===== src/drr_pkg.sv =====
package drr_pkg;
    // register indexes (printed offsets are not all multiples of four: byte address is index times four)
    localparam logic [7:0]  DRR_IDX_START_LO   = 8'h0C;
    localparam logic [7:0]  DRR_IDX_START_HI   = 8'h0D;
    localparam logic [7:0]  DRR_IDX_ROT_CTRL   = 8'h1B;
    localparam logic [7:0]  DRR_IDX_STRIDE     = 8'h1C;
    localparam logic [7:0]  DRR_IDX_MODE1      = 8'h02;
    localparam logic [7:0]  DRR_IDX_SPLIT      = 8'h20;
    localparam logic [7:0]  DRR_IDX_STATUS     = 8'h21;
    localparam logic [7:0]  DRR_IDX_VGEOM      = 8'h22;
    // field positions
    localparam int          DRR_BIT_ROT_EN     = 7;
    localparam int          DRR_BIT_ROT_ALT    = 6;
    localparam int          DRR_BIT_CLK_HALF   = 4;
    localparam int          DRR_BIT_PCS_LO     = 0;
    localparam int          DRR_BIT_PCS_HI     = 1;
    // reset values
    localparam logic [7:0]  DRR_RST_BYTE       = 8'h00;
    localparam logic [1:0]  DRR_RESP_OKAY      = 2'b00;
    localparam logic [1:0]  DRR_RESP_SLVERR    = 2'b10;
    // geometry defaults
    localparam logic [9:0]  DRR_RST_LINES      = 10'h0EF;
    localparam logic [7:0]  DRR_RST_LINE_BYTES = 8'h77;
    // clock select codes: 0 none, 1 /2, 2 /4, 3 /8
    typedef enum logic [1:0] {
        DRR_DIV_1 = 2'b00,
        DRR_DIV_2 = 2'b01,
        DRR_DIV_4 = 2'b10,
        DRR_DIV_8 = 2'b11
    } drr_div_t;
    // quadrant labels in host write order
    typedef enum logic [1:0] {
        DRR_Q_A = 2'b00,
        DRR_Q_B = 2'b01,
        DRR_Q_C = 2'b10,
        DRR_Q_D = 2'b11
    } drr_quad_t;
endpackage : drr_pkg


===== src/drr_clkgen.sv =====
`timescale 1ns/100ps
// derives pixel and memory clock enables from the system clock
module drr_clkgen (
    input  wire logic       sys_clk,   // system clock
    input  wire logic       rst_n,     // async reset, active low
    input  wire logic       clk_half,  // operating clock is input halved
    input  wire logic       rot_en,    // rotated refresh active
    input  wire logic       rot_alt,   // alternate scheme
    input  wire logic [1:0] pix_sel,   // extra rotated divide select
    output logic            mclk_en,   // memory clock tick
    output logic            pclk_en    // pixel clock tick
);
    logic [4:0] cnt_reg;
    logic [4:0] mask;
    logic       op_tick;
    logic       pix_toggle_reg;

    ////////////////////////////////////////////////////////////////////////
    // divide mask: halve (RL10), then extra rotated divide (RL11)
    always_comb begin
        mask = {4'h0, clk_half};                        // RL10
        if (rot_en) begin
            case (drr_pkg::drr_div_t'(pix_sel))         // RL11
                drr_pkg::DRR_DIV_1: mask = {4'h0, clk_half};
                drr_pkg::DRR_DIV_2: mask = {3'h0, clk_half, 1'b1};
                drr_pkg::DRR_DIV_4: mask = {2'h0, clk_half, 2'h3};
                drr_pkg::DRR_DIV_8: mask = {1'h0, clk_half, 3'h7};
                default:            mask = {4'h0, clk_half};
            endcase
        end
    end

    always_ff @(posedge sys_clk or negedge rst_n) begin
        if (!rst_n) begin
            cnt_reg <= 5'h00;
        end else if ((cnt_reg & mask) == mask) begin
            cnt_reg <= 5'h00;
        end else begin
            cnt_reg <= cnt_reg + 5'h01;
        end
    end

    assign op_tick = ((cnt_reg & mask) == mask);

    ////////////////////////////////////////////////////////////////////////
    // alternate: pixel every second memory tick (RL9, RL16); else equal (RL8)
    always_ff @(posedge sys_clk or negedge rst_n) begin
        if (!rst_n) begin
            pix_toggle_reg <= 1'b0;
            mclk_en        <= 1'b0;
            pclk_en        <= 1'b0;
        end else begin
            mclk_en <= op_tick;
            if (op_tick) begin
                pix_toggle_reg <= ~pix_toggle_reg;
            end
            pclk_en <= op_tick && (!(rot_en && rot_alt) || pix_toggle_reg); // RL8 RL9 RL16
        end
    end
endmodule : drr_clkgen


===== src/drr_addrgen.sv =====
`timescale 1ns/100ps
// fetch address generator for one frame
module drr_addrgen #(
    parameter int AW = 16                          // address width
) (
    input  wire logic          sys_clk,     // system clock
    input  wire logic          rst_n,       // async reset, active low
    input  wire logic          frame_start, // restart at frame start
    input  wire logic          step,        // advance one pixel byte
    input  wire logic          rot_en,      // rotated frame
    input  wire logic [14:0]   start_off,   // start offset
    input  wire logic [7:0]    stride,      // rotated line stride bytes
    input  wire logic [7:0]    line_bytes,  // bytes in one line, minus one
    output logic [AW-1:0]      addr,        // current byte address
    output logic               line_end     // last byte of line
);
    logic [AW-1:0] line_base_reg;
    logic [7:0]    col_reg;
    logic [AW-1:0] start_bytes;
    logic [AW-1:0] pitch;

    ////////////////////////////////////////////////////////////////////////
    // rotated: offset is bytes (RL3); landscape: words, doubled
    assign start_bytes = rot_en ? AW'(start_off) : AW'({start_off, 1'b0}); // RL3
    // rotated pitch is the stride (RL2); landscape ignores it (RL1)
    assign pitch       = rot_en ? AW'(stride) : AW'(line_bytes);           // RL1 RL2
    assign line_end    = (col_reg == line_bytes);
    assign addr        = line_base_reg + AW'(col_reg);

    always_ff @(posedge sys_clk or negedge rst_n) begin
        if (!rst_n) begin
            line_base_reg <= '0;
            col_reg       <= 8'h00;
        end else if (frame_start) begin
            line_base_reg <= start_bytes;
            col_reg       <= 8'h00;
        end else if (step) begin
            if (line_end) begin
                line_base_reg <= line_base_reg + pitch;                    // RL2
                col_reg       <= 8'h00;
            end else begin
                col_reg <= col_reg + 8'h01;
            end
        end
    end
endmodule : drr_addrgen


===== src/drr_top.sv =====
`timescale 1ns/100ps
// Function
// (RL1) enable bit zero: landscape refresh, rotation fields and stride ignored
// (RL2) rotated: stride register gives byte distance between line starts
// (RL3) rotated: fifteen-bit start offset is a byte address
// (RL4) scheme select bit picks default or alternate rotation scheme
// (RL5) host programs power-of-two rotated width in default scheme
// (RL6) default scheme scrolls vertically in two-line steps
// (RL7) alternate scheme accepts any width and single-line scrolling
// (RL8) default scheme: memory clock at least pixel clock
// (RL9) alternate scheme: memory clock at least twice pixel clock
// (RL10) operating clock is input clock, optionally halved by mode bit 4
// (RL11) rotated: extra divide of none, 2, 4 or 8
// (RL12) rotated refresh fetches quadrants in order B, D, A, C
// (RL13) host picks default scheme only if image fits the buffer
// (RL14) writing 80h enables rotation, default scheme, enable at bit 7
// (RL15) writing C0h enables alternate scheme, select at bit 6
// (RL16) alternate scheme with select bits untouched: pixel clock half rate
// (RL17) split screen is suppressed while rotated
// (RL18) settings take effect at the next frame start; mode bit 4 and the geometry register here apply at once
module drr_top #(
    parameter int AW = 16                          // fetch address width
) (
    input  wire logic          sys_clk,        // system clock 40 MHz
    input  wire logic          rst_n,          // async reset, active low
    input  wire logic          s_axi_awvalid,  // write address valid
    output logic               s_axi_awready,  // write address ready
    input  wire logic [31:0]   s_axi_awaddr,   // write address
    input  wire logic          s_axi_wvalid,   // write data valid
    output logic               s_axi_wready,   // write data ready
    input  wire logic [31:0]   s_axi_wdata,    // write data
    input  wire logic [3:0]    s_axi_wstrb,    // write strobes
    output logic               s_axi_bvalid,   // write response valid
    input  wire logic          s_axi_bready,   // write response ready
    output logic [1:0]         s_axi_bresp,    // write response
    input  wire logic          s_axi_arvalid,  // read address valid
    output logic               s_axi_arready,  // read address ready
    input  wire logic [31:0]   s_axi_araddr,   // read address
    output logic               s_axi_rvalid,   // read data valid
    input  wire logic          s_axi_rready,   // read data ready
    output logic [31:0]        s_axi_rdata,    // read data
    output logic [1:0]         s_axi_rresp,    // read response
    input  wire logic          frame_sync,     // frame boundary pulse, same clock
    output logic [AW-1:0]      fetch_addr,     // display memory byte address
    output logic               fetch_valid,    // fetch address valid
    output logic [1:0]         fetch_quad,     // quadrant being refreshed
    output logic               pclk_tick,      // pixel clock tick
    output logic               mclk_tick,      // memory clock tick
    output logic               rotated,        // rotated mode active
    output logic               split_active    // split screen in use
);
    // software copies
    logic [7:0]  start_lo_reg;
    logic [6:0]  start_hi_reg;
    logic [7:0]  rot_ctrl_reg;
    logic [7:0]  stride_reg;
    logic        clk_half_reg;
    logic        split_en_reg;
    logic [9:0]  lines_reg;
    logic [7:0]  line_bytes_reg;
    // frame-applied copies
    logic [14:0] act_start_reg;
    logic [7:0]  act_rot_reg;
    logic [7:0]  act_stride_reg;
    logic        act_split_reg;
    // bus state
    logic        aw_held_reg;
    logic        w_held_reg;
    logic [7:0]  aw_idx_reg;
    logic [31:0] w_data_reg;
    logic        w_strb0_reg;
    logic        wr_fire;
    logic        wr_hit;
    logic        rd_hit;
    logic [7:0]  rd_idx;
    logic [31:0] rd_val;
    // refresh state
    logic        frame_pend_reg;
    logic [9:0]  line_cnt_reg;
    logic [1:0]  band;
    logic [1:0]  quad_reg;
    logic        mclk_en;
    logic        pclk_en;
    logic [AW-1:0] ag_addr;
    logic        ag_line_end;
    logic        act_en;
    logic        act_alt;
    logic [14:0] eff_start;

    ////////////////////////////////////////////////////////////////////////
    // write channel: accept address and data in either order
    assign wr_fire = aw_held_reg && w_held_reg && !s_axi_bvalid;

    always_ff @(posedge sys_clk or negedge rst_n) begin
        if (!rst_n) begin
            s_axi_awready <= 1'b1;
            s_axi_wready  <= 1'b1;
            aw_held_reg   <= 1'b0;
            w_held_reg    <= 1'b0;
            aw_idx_reg    <= 8'h00;
            w_data_reg    <= 32'h0000_0000;
            w_strb0_reg   <= 1'b0;
            s_axi_bvalid  <= 1'b0;
            s_axi_bresp   <= drr_pkg::DRR_RESP_OKAY;
        end else begin
            if (s_axi_awvalid && s_axi_awready) begin
                aw_held_reg   <= 1'b1;
                s_axi_awready <= 1'b0;
                aw_idx_reg    <= s_axi_awaddr[9:2];
            end
            if (s_axi_wvalid && s_axi_wready) begin
                w_held_reg   <= 1'b1;
                s_axi_wready <= 1'b0;
                w_data_reg   <= s_axi_wdata;
                w_strb0_reg  <= s_axi_wstrb[0];
            end
            if (wr_fire) begin
                s_axi_bvalid <= 1'b1;
                s_axi_bresp  <= wr_hit ? drr_pkg::DRR_RESP_OKAY : drr_pkg::DRR_RESP_SLVERR;
            end
            if (s_axi_bvalid && s_axi_bready) begin
                s_axi_bvalid  <= 1'b0;
                aw_held_reg   <= 1'b0;
                w_held_reg    <= 1'b0;
                s_axi_awready <= 1'b1;
                s_axi_wready  <= 1'b1;
            end
        end
    end

    // decode of write target
    always_comb begin
        case (aw_idx_reg)
            drr_pkg::DRR_IDX_START_LO, drr_pkg::DRR_IDX_START_HI,
            drr_pkg::DRR_IDX_ROT_CTRL, drr_pkg::DRR_IDX_STRIDE,
            drr_pkg::DRR_IDX_MODE1,    drr_pkg::DRR_IDX_SPLIT,
            drr_pkg::DRR_IDX_VGEOM:    wr_hit = 1'b1;
            default:                   wr_hit = 1'b0;
        endcase
    end

    ////////////////////////////////////////////////////////////////////////
    // register storage; writes happen only when the byte lane 0 strobe is set
    always_ff @(posedge sys_clk or negedge rst_n) begin
        if (!rst_n) begin
            start_lo_reg   <= drr_pkg::DRR_RST_BYTE;
            start_hi_reg   <= 7'h00;
            rot_ctrl_reg   <= drr_pkg::DRR_RST_BYTE;
            stride_reg     <= drr_pkg::DRR_RST_BYTE;
            clk_half_reg   <= 1'b0;
            split_en_reg   <= 1'b0;
            lines_reg      <= drr_pkg::DRR_RST_LINES;
            line_bytes_reg <= drr_pkg::DRR_RST_LINE_BYTES;
        end else if (wr_fire && w_strb0_reg) begin
            case (aw_idx_reg)
                drr_pkg::DRR_IDX_START_LO: start_lo_reg <= w_data_reg[7:0];
                drr_pkg::DRR_IDX_START_HI: start_hi_reg <= w_data_reg[6:0];
                // 80h default, C0h alternate (RL4 RL14 RL15)
                drr_pkg::DRR_IDX_ROT_CTRL: rot_ctrl_reg <= {w_data_reg[7:6], 4'h0,
                                                            w_data_reg[1:0]}; // RL14 RL15
                drr_pkg::DRR_IDX_STRIDE:   stride_reg   <= w_data_reg[7:0];
                drr_pkg::DRR_IDX_MODE1:    clk_half_reg <= w_data_reg[drr_pkg::DRR_BIT_CLK_HALF];
                drr_pkg::DRR_IDX_SPLIT:    split_en_reg <= w_data_reg[0];
                drr_pkg::DRR_IDX_VGEOM:    begin
                    lines_reg      <= w_data_reg[9:0];
                    line_bytes_reg <= w_data_reg[23:16];
                end
                default:                   start_lo_reg <= start_lo_reg;
            endcase
        end
    end

    ////////////////////////////////////////////////////////////////////////
    // read channel, one cycle after address is taken
    assign rd_idx = s_axi_araddr[9:2];

    always_comb begin
        rd_hit = 1'b1;
        rd_val = 32'h0000_0000;
        case (rd_idx)
            drr_pkg::DRR_IDX_START_LO: rd_val = {24'h0, start_lo_reg};
            drr_pkg::DRR_IDX_START_HI: rd_val = {25'h0, start_hi_reg};
            drr_pkg::DRR_IDX_ROT_CTRL: rd_val = {24'h0, rot_ctrl_reg};
            drr_pkg::DRR_IDX_STRIDE:   rd_val = {24'h0, stride_reg};
            drr_pkg::DRR_IDX_MODE1:    rd_val = {27'h0, clk_half_reg, 4'h0};
            drr_pkg::DRR_IDX_SPLIT:    rd_val = {31'h0, split_en_reg};
            drr_pkg::DRR_IDX_VGEOM:    rd_val = {8'h0, line_bytes_reg, 6'h0, lines_reg};
            drr_pkg::DRR_IDX_STATUS:   rd_val = {12'h0, 2'(quad_reg), line_cnt_reg,
                                                 5'h0, act_split_reg, act_rot_reg[6],
                                                 act_rot_reg[7]};
            default: begin
                rd_hit = 1'b0;
                rd_val = 32'h0000_0000;
            end
        endcase
    end

    always_ff @(posedge sys_clk or negedge rst_n) begin
        if (!rst_n) begin
            s_axi_arready <= 1'b1;
            s_axi_rvalid  <= 1'b0;
            s_axi_rdata   <= 32'h0000_0000;
            s_axi_rresp   <= drr_pkg::DRR_RESP_OKAY;
        end else begin
            if (s_axi_arvalid && s_axi_arready) begin
                s_axi_arready <= 1'b0;
                s_axi_rvalid  <= 1'b1;
                s_axi_rdata   <= rd_val;
                s_axi_rresp   <= rd_hit ? drr_pkg::DRR_RESP_OKAY : drr_pkg::DRR_RESP_SLVERR;
            end else if (s_axi_rvalid && s_axi_rready) begin
                s_axi_rvalid  <= 1'b0;
                s_axi_arready <= 1'b1;
            end
        end
    end

    ////////////////////////////////////////////////////////////////////////
    // settings copied only at a frame boundary so no frame mixes them
    always_ff @(posedge sys_clk or negedge rst_n) begin
        if (!rst_n) begin
            act_start_reg  <= 15'h0000;
            act_rot_reg    <= drr_pkg::DRR_RST_BYTE;
            act_stride_reg <= drr_pkg::DRR_RST_BYTE;
            act_split_reg  <= 1'b0;
        end else if (frame_sync) begin
            act_start_reg  <= {start_hi_reg, start_lo_reg};                 // RL18
            act_rot_reg    <= rot_ctrl_reg;                                 // RL18
            act_stride_reg <= stride_reg;                                   // RL18
            // rotation excludes split screen
            act_split_reg  <= split_en_reg && !rot_ctrl_reg[drr_pkg::DRR_BIT_ROT_EN]; // RL17
        end
    end

    assign act_en  = act_rot_reg[drr_pkg::DRR_BIT_ROT_EN];                   // RL1
    assign act_alt = act_en && act_rot_reg[drr_pkg::DRR_BIT_ROT_ALT];        // RL4
    // default scheme drops the low line step: scroll in pairs of lines
    assign eff_start = (act_en && !act_alt) ?
                       (act_start_reg & ~{7'h00, act_stride_reg}) : act_start_reg; // RL6 RL7

    ////////////////////////////////////////////////////////////////////////
    // clock derivation; the extra divide is ignored in landscape
    drr_clkgen u_clkgen (
        .sys_clk  (sys_clk),
        .rst_n    (rst_n),
        .clk_half (clk_half_reg),                                           // RL10
        .rot_en   (act_en),
        .rot_alt  (act_alt),
        .pix_sel  (act_rot_reg[drr_pkg::DRR_BIT_PCS_HI:drr_pkg::DRR_BIT_PCS_LO]),
        .mclk_en  (mclk_en),
        .pclk_en  (pclk_en)
    );

    drr_addrgen #(.AW(AW)) u_addrgen (
        .sys_clk     (sys_clk),
        .rst_n       (rst_n),
        .frame_start (frame_pend_reg),
        .step        (pclk_en),
        .rot_en      (act_en),
        .start_off   (eff_start),
        .stride      (act_stride_reg),
        .line_bytes  (line_bytes_reg),
        .addr        (ag_addr),
        .line_end    (ag_line_end)
    );

    ////////////////////////////////////////////////////////////////////////
    // line quarter by count; stays in the last band until the next frame, unless the ten-bit line count wraps first
    assign band = (line_cnt_reg >= lines_reg - (lines_reg >> 2)) ? 2'h3 :
                  (line_cnt_reg >= (lines_reg >> 1))             ? 2'h2 :
                  2'(line_cnt_reg >= (lines_reg >> 2));

    // line and quadrant tracking; rotated order B, D, A, C
    always_ff @(posedge sys_clk or negedge rst_n) begin
        if (!rst_n) begin
            frame_pend_reg <= 1'b0;
            line_cnt_reg   <= 10'h000;
            quad_reg       <= drr_pkg::DRR_Q_A;
        end else begin
            frame_pend_reg <= frame_sync;
            if (frame_pend_reg) begin
                line_cnt_reg <= 10'h000;
            end else if (pclk_en && ag_line_end) begin
                line_cnt_reg <= line_cnt_reg + 10'h001;
            end
            // quarter band of the frame picks the quadrant; landscape keeps write order
            if (!act_en) begin
                quad_reg <= band;
            end else begin
                case (band)
                    2'b00:   quad_reg <= drr_pkg::DRR_Q_B;                  // RL12
                    2'b01:   quad_reg <= drr_pkg::DRR_Q_D;                  // RL12
                    2'b10:   quad_reg <= drr_pkg::DRR_Q_A;                  // RL12
                    2'b11:   quad_reg <= drr_pkg::DRR_Q_C;                  // RL12
                    default: quad_reg <= drr_pkg::DRR_Q_A;
                endcase
            end
        end
    end

    // registered outputs
    always_ff @(posedge sys_clk or negedge rst_n) begin
        if (!rst_n) begin
            fetch_addr   <= '0;
            fetch_valid  <= 1'b0;
            fetch_quad   <= 2'b00;
            pclk_tick    <= 1'b0;
            mclk_tick    <= 1'b0;
            rotated      <= 1'b0;
            split_active <= 1'b0;
        end else begin
            fetch_addr   <= ag_addr;
            fetch_valid  <= pclk_en;
            fetch_quad   <= quad_reg;
            pclk_tick    <= pclk_en;
            mclk_tick    <= mclk_en;
            rotated      <= act_en;                                         // RL1
            split_active <= act_split_reg;                                  // RL17
        end
    end
endmodule : drr_top


===== config.mk =====
export PLATFORM = sky130hd
export DESIGN_NAME = drr_top
export DESIGN_NICKNAME = d
export VERILOG_FILES = /design/src/drr_pkg.sv /design/src/drr_clkgen.sv /design/src/drr_addrgen.sv /design/src/drr_top.sv
export SDC_FILE = /design/constraint.sdc
export NUM_CORES = 1
export LEC_CHECK = 0
export ABC_AREA = 1
export BUFFER_PORTS_ARGS = -buffer_cell sky130_fd_sc_hd__buf_2
export CAP_MARGIN = 30
export CELL_PAD_IN_SITES_DETAIL_PLACEMENT = 1
export CELL_PAD_IN_SITES_GLOBAL_PLACEMENT = 1
export CORE_MARGIN = 4
export CORE_UTILIZATION = 35
export DETAILED_ROUTE_END_ITERATION = 6
export GPL_ROUTABILITY_DRIVEN = 0
export PLACE_DENSITY = 0.76
export SLEW_MARGIN = 20
export SYNTH_ARGS = -nofsm -noshare
export SYNTH_HDL_FRONTEND = slang
export SYNTH_SLANG_ARGS = --single-unit
export TNS_END_PERCENT = 100

===== constraint.sdc =====
create_clock -name sys_clk -period 3.4 [get_ports sys_clk]
set_clock_uncertainty 0.15 [all_clocks]
set_input_delay 0.85 -clock sys_clk [delete_from_list [all_inputs] [get_ports sys_clk]]
set_output_delay 0.85 -clock sys_clk [all_outputs]
set_load 0.02 [all_outputs]

==> flow_summary.ini, run 1 <==
[global_routing]
grt_pass1_vias = 9978
grt_overflow_total = 0
grt_use_total_pct = 19.5
grt_pass1_wl_mm = 53.8
grt_max_degree = 66
antenna_found_initial = 0

[clocking]
cts_buffers = 24
post_cts_buffers = 0
cts_resized = 0
tritoncts = yes
cts_hold_buf = 0
clockRootBuffer = clkbuf_16
clock_latency_ns = 0.54
clkSinkCount = 201
clkSlewWorstSetupHoldPaths_ns = 0.06
clockBufferDepth = 3
htree_levels = 1

[route]
final_antenna_net_count = 0
wl_mm = 33.0
vias_per_cell = 5.07
first_iter_violations = 531
wl_per_cell_um = 17.5
drtPass1Iterations = 4
drc = 0
vias = 9555

[floorplanning]
core_um2 = 30800
die_y_um = 185
io_pins = 172
start_util_pct = 35.7
rows = 64
die-area_um2 = 34300
die_x_um = 185

[timing]
rsz0062_at_grt = no
finalSetupViolations = 0
max_freq_mhz = 311
timing.final.crit_share_pct = 94.5
min_period_ns = 3.21
setup_tns_ns = 0
tightest_slew_ns = 0.714
hold_violations = 0
slew_violations = 0
worst_slew_margin_rel_pct = 52.3

[run]
cap_viol_max_count = 0

[setup_path]
cp_slowest_cell = dfstp_2
startpoint_type = register
rrSetupSlack_ns = 0.19
critPathBufInv = 1
end_kind = register
worstSetupPathDepth = 17
cpPeakStageDelay_ns = 0.58
cp.arrival_ns = 3.49
crit_family = simple AND/OR/NAND/NOR gates
reg2regPathDepth = 17
worstPathMaxFanout = 5
worstSetupPathType = reg2reg
required_ns = 3.68
path_cells = ha_1 -> inv_1 -> fa_1 -> nand3_1 -> nand2_1 -> a21oi_1 -> o21ai_0 -> xor2_1 -> ha_1 -> nand2_1 -> nor2_1 -> nand2_1 -> nand2_1 -> nor2_4 -> nand2_1 -> nand2_1 -> nand2_1
crit_top_cell = nand2_1

[synth]
synth_cells = 1371
synthFlopType = dfrtp_1
yosysTopAreaCell = dfrtp_1
async_reset_ff_share_pct = 100
synth-seq-cells = 201
syn_area_um2 = 11000
avgSynthCellArea_um2 = 8.03
yosys.area_share.xor_xnor_pct = 2.86
synth_edf_count = 0
synth_cell_types = 55
yosysWarnings = 0
yosysSeqAreaShare_pct = 45.9
synthMuxAreaShare_pct = 0.205
synth.top_cell.area_share_pct = 42.1
synth_area_leaders = dfrtp_1, nand2_1, ha_1
synth-simple-area-share_pct = 25.5
synth_compound_area_share_pct = 11.2
synth_top_family_by_area = simple AND/OR/NAND/NOR gates
synth_fa_ha_area_share_pct = 6.68

[status]
status = complete, no violations

[cells_and_area]
instances_no_fill = 1883
ff_latch_area_um2 = 5050
drive_gt1_share_pct = 13.9
syn2layout_area_growth_pct = 15.2
final_util_pct = 41.1
num-nets-final = 1635
multi_input_area_um2 = 5180
fill_cells = 3790
largest_register_ffs = 24
diodes = 0

[power]
swShare_pct = 38.7
clkPwrFrac_pct = 29.2
sequentialPowerShare_pct = 37.8
switchingPower_mw = 3.34
peakVddDrop_v = 0.000353
power_frac_comb_pct = 32.9
powerDensity_nw_per_um2 = 680
power.internal_mw = 5.29
leakage_nw = 6.50

[min_path]
worstHoldPathType = in2async

[placed_design]
numPortBuffers = 96
hpwlAfterDp_mm = 24.9
dp.cells = 1840
## cell usage after synthesis (11+ instances only)
cell      count
o22ai_1      14
nand4_1      14
a21oi_1      59
dfrtp_1     185
o21ai_0     100
buf_4        13
nand2_1     442
inv_1       139
clkbuf_1     14
dfstp_2      16
nor2_1       76
nand3_1      81
nor3_1       14
xor2_1       24
xnor2_1      12
ha_1         54
buf_2        11
## final timing paths
check / from / endpoint
max: lines_reg[2]$_DFFE_PN1P_ / quad_reg[1]$_DFF_PN0_
min: rst_n / fetch_addr[4]$_DFF_PN0_
max reg2reg: lines_reg[2]$_DFFE_PN1P_ / quad_reg[1]$_DFF_PN0_
min reg2reg: u_clkgen.mclk_en$_DFF_PN0_ / mclk_tick$_DFF_PN0_
max in group asynchronous: rst_n / s_axi_rdata[12]$_DFFE_PN0P_
min in group sys_clk: u_clkgen.mclk_en$_DFF_PN0_ / mclk_tick$_DFF_PN0_
## power by group through the flow
stage	clock [mW]	sequential (mW)	combinational, mW
final	2.52	3.26	2.84
after global routing	2.70	3.32	3.22
after CTS	2.60	3.26	2.70
after detailed placement	0	3.30	2.68
after global placement	0	3.28	2.54
after floorplan	0	3.32	1.79
## routing by layer
| metal | GRT usage [%] | share of wire, % |
|---|---|---|
| met1 | 27.1 | 46 |
| met2 | 32.4 | 47 |
| met3 | 2.26 | 4.0 |
| met4 | 4.96 | 2.7 |
| met5 | 0 | 0 |
## layout make-up
type	count	share of cell area, %
inverters	150	4.44
clock buffers	35	5.38
flip-flops and latches	201	39.8
multi-input cells	984	40.8
repair buffers	109	4.82
well taps	396	3.91
clock inverters	8	0.779
## kinds of logic (layout without fill, tap and decap cells)
family,Yosys count,in the layout
buffers and inverters,195,302
DFF,201,201
muxes,2,2
and+or+nand+nor,660,660
AOI/OAI and AO/OA,219,219
other,1,10
adders and majority gates,57,57
xor gates and xnor gates,36,36
## through the flow
step                cell area (um2)  hold slack (ns)  setup slack, ns  total power, mW
finish                        12700            0.123            0.189             8.63
global route                  12700            0.144           0.0142             9.23
CTS                           12700            0.121            0.127             8.57
detailed placement            11900            0.196            0.152             5.99
global placement              11900            0.184            0.303             5.83
floorplan                     11000            0.181            0.665             5.11
## cell usage in the layout (no fill, tap or decap), types with 11 or more instances in the layout
| cell type | Yosys | routed |
|---|---|---|
| xor2_1 | 24 | 24 |
| xnor2_1 | 12 | 12 |
| nand3_1 | 81 | 81 |
| buf_4 | 13 | 11 |
| o21ai_0 | 100 | 99 |
| dfstp_2 | 16 | 16 |
| clkbuf_16 | 0 | 24 |
| buf_2 | 11 | 95 |
| o22ai_1 | 14 | 14 |
| ha_1 | 54 | 54 |
| a21oi_1 | 59 | 59 |
| nor2_1 | 76 | 75 |
| dfrtp_1 | 185 | 185 |
| nor3_1 | 14 | 13 |
| nand4_1 | 14 | 14 |
| inv_1 | 139 | 139 |
| nand2_1 | 442 | 441 |
Note: power is estimated with default switching activity, not from simulation.
==> run 2, diff against run 1 <==
Settings changed: CORE_ASPECT_RATIO from default to 0.6, SKIP_CTS_REPAIR_TIMING from default to 1.
==> flow_summary.ini, run 2 (synthesis gave the netlist of run 1 again) <==
[floorplanning]
die-area_um2 = 34400
core_um2 = 30500
die_y_um = 145
rows = 49
die_x_um = 237
io_pins = 172
start_util_pct = 36.1

[timing]
slew_violations = 0
max_freq_mhz = 310
hold_violations = 0
timing.final.crit_share_pct = 94.9
finalSetupViolations = 0
setup_tns_ns = 0
worst_slew_margin_rel_pct = 52.3
rsz0062_at_grt = no
tightest_slew_ns = 0.713
min_period_ns = 3.23

[route]
highest_layer = met4
drtPass1Iterations = 5
wl_met1_mm = 18.2
drc = 0
wl_mm = 35.9
first_iter_violations = 747
wl_per_cell_um = 18.9
vias = 9803
final_antenna_net_count = 0
vias_per_cell = 5.17
route.met2.wl_mm = 15.2
met3_length_mm = 2.05

[global_routing]
grt_overflow_total = 0
grt_pass1_wl_mm = 58.1
grt_use_total_pct = 20.8
antenna_found_initial = 0
grt_max_degree = 79
grt_pass1_vias = 10126

[power]
leakage_nw = 6.50
peakVddDrop_v = 0.000350
powerDensity_nw_per_um2 = 684

[cells_and_area]
final_common_cell = nand2_1
num-nets-final = 1637
drive_gt1_share_pct = 14.2
ff_latch_area_um2 = 5050
final_util_pct = 41.6
diodes = 0
fill_cells = 3705
largest_register_ffs = 24
layout_common_cells = nand2_1, dfrtp_1, inv_1
syn2layout_area_growth_pct = 15.1
multi_input_area_um2 = 5170

[setup_path]
required_ns = 3.66
reg2regPathDepth = 15
timing.rr.start = lines_reg[6]$_DFFE_PN1P_
reg2reg_to = quad_reg[1]$_DFF_PN0_
worstSetupPathType = reg2reg
rrSetupSlack_ns = 0.17
end_kind = register
startpoint_type = register
worstPathMaxFanout = 5
cp.arrival_ns = 3.48

[clocking]
clkSlewWorstSetupHoldPaths_ns = 0.07
clock_latency_ns = 0.53
htree_levels = 1
clockRootBuffer = clkbuf_16
tritoncts = yes
cts_buffers = 22
clkSinkCount = 201
clockBufferDepth = 3

[min_path]
worstHoldPathType = reg2reg
hold_path_depth = 0
holdPathEnd = mclk_tick$_DFF_PN0_
min_from = u_clkgen.mclk_en$_DFF_PN0_

[run]
cap_viol_max_count = 0

[placed_design]
hpwlAfterDp_mm = 27.0
numPortBuffers = 96

[status]
status = complete, no violations
-- run 2: through the flow --
step / total power [mW] / cell area (um2) / cells / setup WS, ns / hold slack, ns
3_3_place_gp: 5.95 / 11900 / 1856 / 0.247 / 0.182
3_5_place_dp: 6.06 / 11900 / 1856 / 0.0725 / 0.186
5_1_grt: 9.23 / 12700 / 1896 / 0.00250 / 0.221
4_1_cts: 8.62 / 12600 / 1896 / 0.0730 / 0.199
2_1_floorplan: 5.11 / 11000 / 1380 / 0.665 / 0.181
6_report: 8.66 / 12700 / 1896 / 0.175 / 0.196
-- run 2: worst max path at each step --
stage | depth (start not counted) | to | start
5_1_grt | 15 | quad_reg[0]$_DFF_PN0_ | lines_reg[6]$_DFFE_PN1P_
2_1_floorplan | 16 | quad_reg[0]$_DFF_PN0_ | lines_reg[2]$_DFFE_PN1P_
3_5_place_dp | 15 | quad_reg[0]$_DFF_PN0_ | lines_reg[6]$_DFFE_PN1P_
6_report | 15 | quad_reg[1]$_DFF_PN0_ | lines_reg[6]$_DFFE_PN1P_
3_3_place_gp | 15 | quad_reg[0]$_DFF_PN0_ | lines_reg[6]$_DFFE_PN1P_
4_1_cts | 15 | quad_reg[1]$_DFF_PN0_ | lines_reg[6]$_DFFE_PN1P_
-- run 2: layer usage --
metal  global-route usage, %  vias up
met5                       0        -
met1                    32.1     4964
li1                        -     4628
met4                    2.92        0
met3                    4.03       33
met2                    31.0      178
-- run 2: critical path, cell delays in order, from the launching register on --
cell and delay, ns:
dfstp_2 0.56, inv_1 0.12, ha_1 0.40, nand2_1 0.10
nor3_1 0.25, a21oi_1 0.17, o21bai_1 0.17, xor2_1 0.18
ha_1 0.27, a21oi_1 0.16, o21a_1 0.13, nand2_1 0.08
nor2_4 0.16, nand2_1 0.09, nand2_1 0.07, nand2_1 0.06
-- run 2: where the power goes --
part | switching (mW) | internal [mW] | total (mW)
Clock | 1.07 | 1.46 | 2.53
Combinational | 1.97 | 0.899 | 2.86
Sequential | 0.392 | 2.88 | 3.27
-- run 2: area by class of cell --
cell class	instances	share of cell area, %
clock buffers	29	4.96
clock inverters	11	0.918
inverters	150	4.44
multi-input cells	984	40.8
flip-flops and latches	201	39.9
well taps	408	4.03
repair buffers	113	4.97
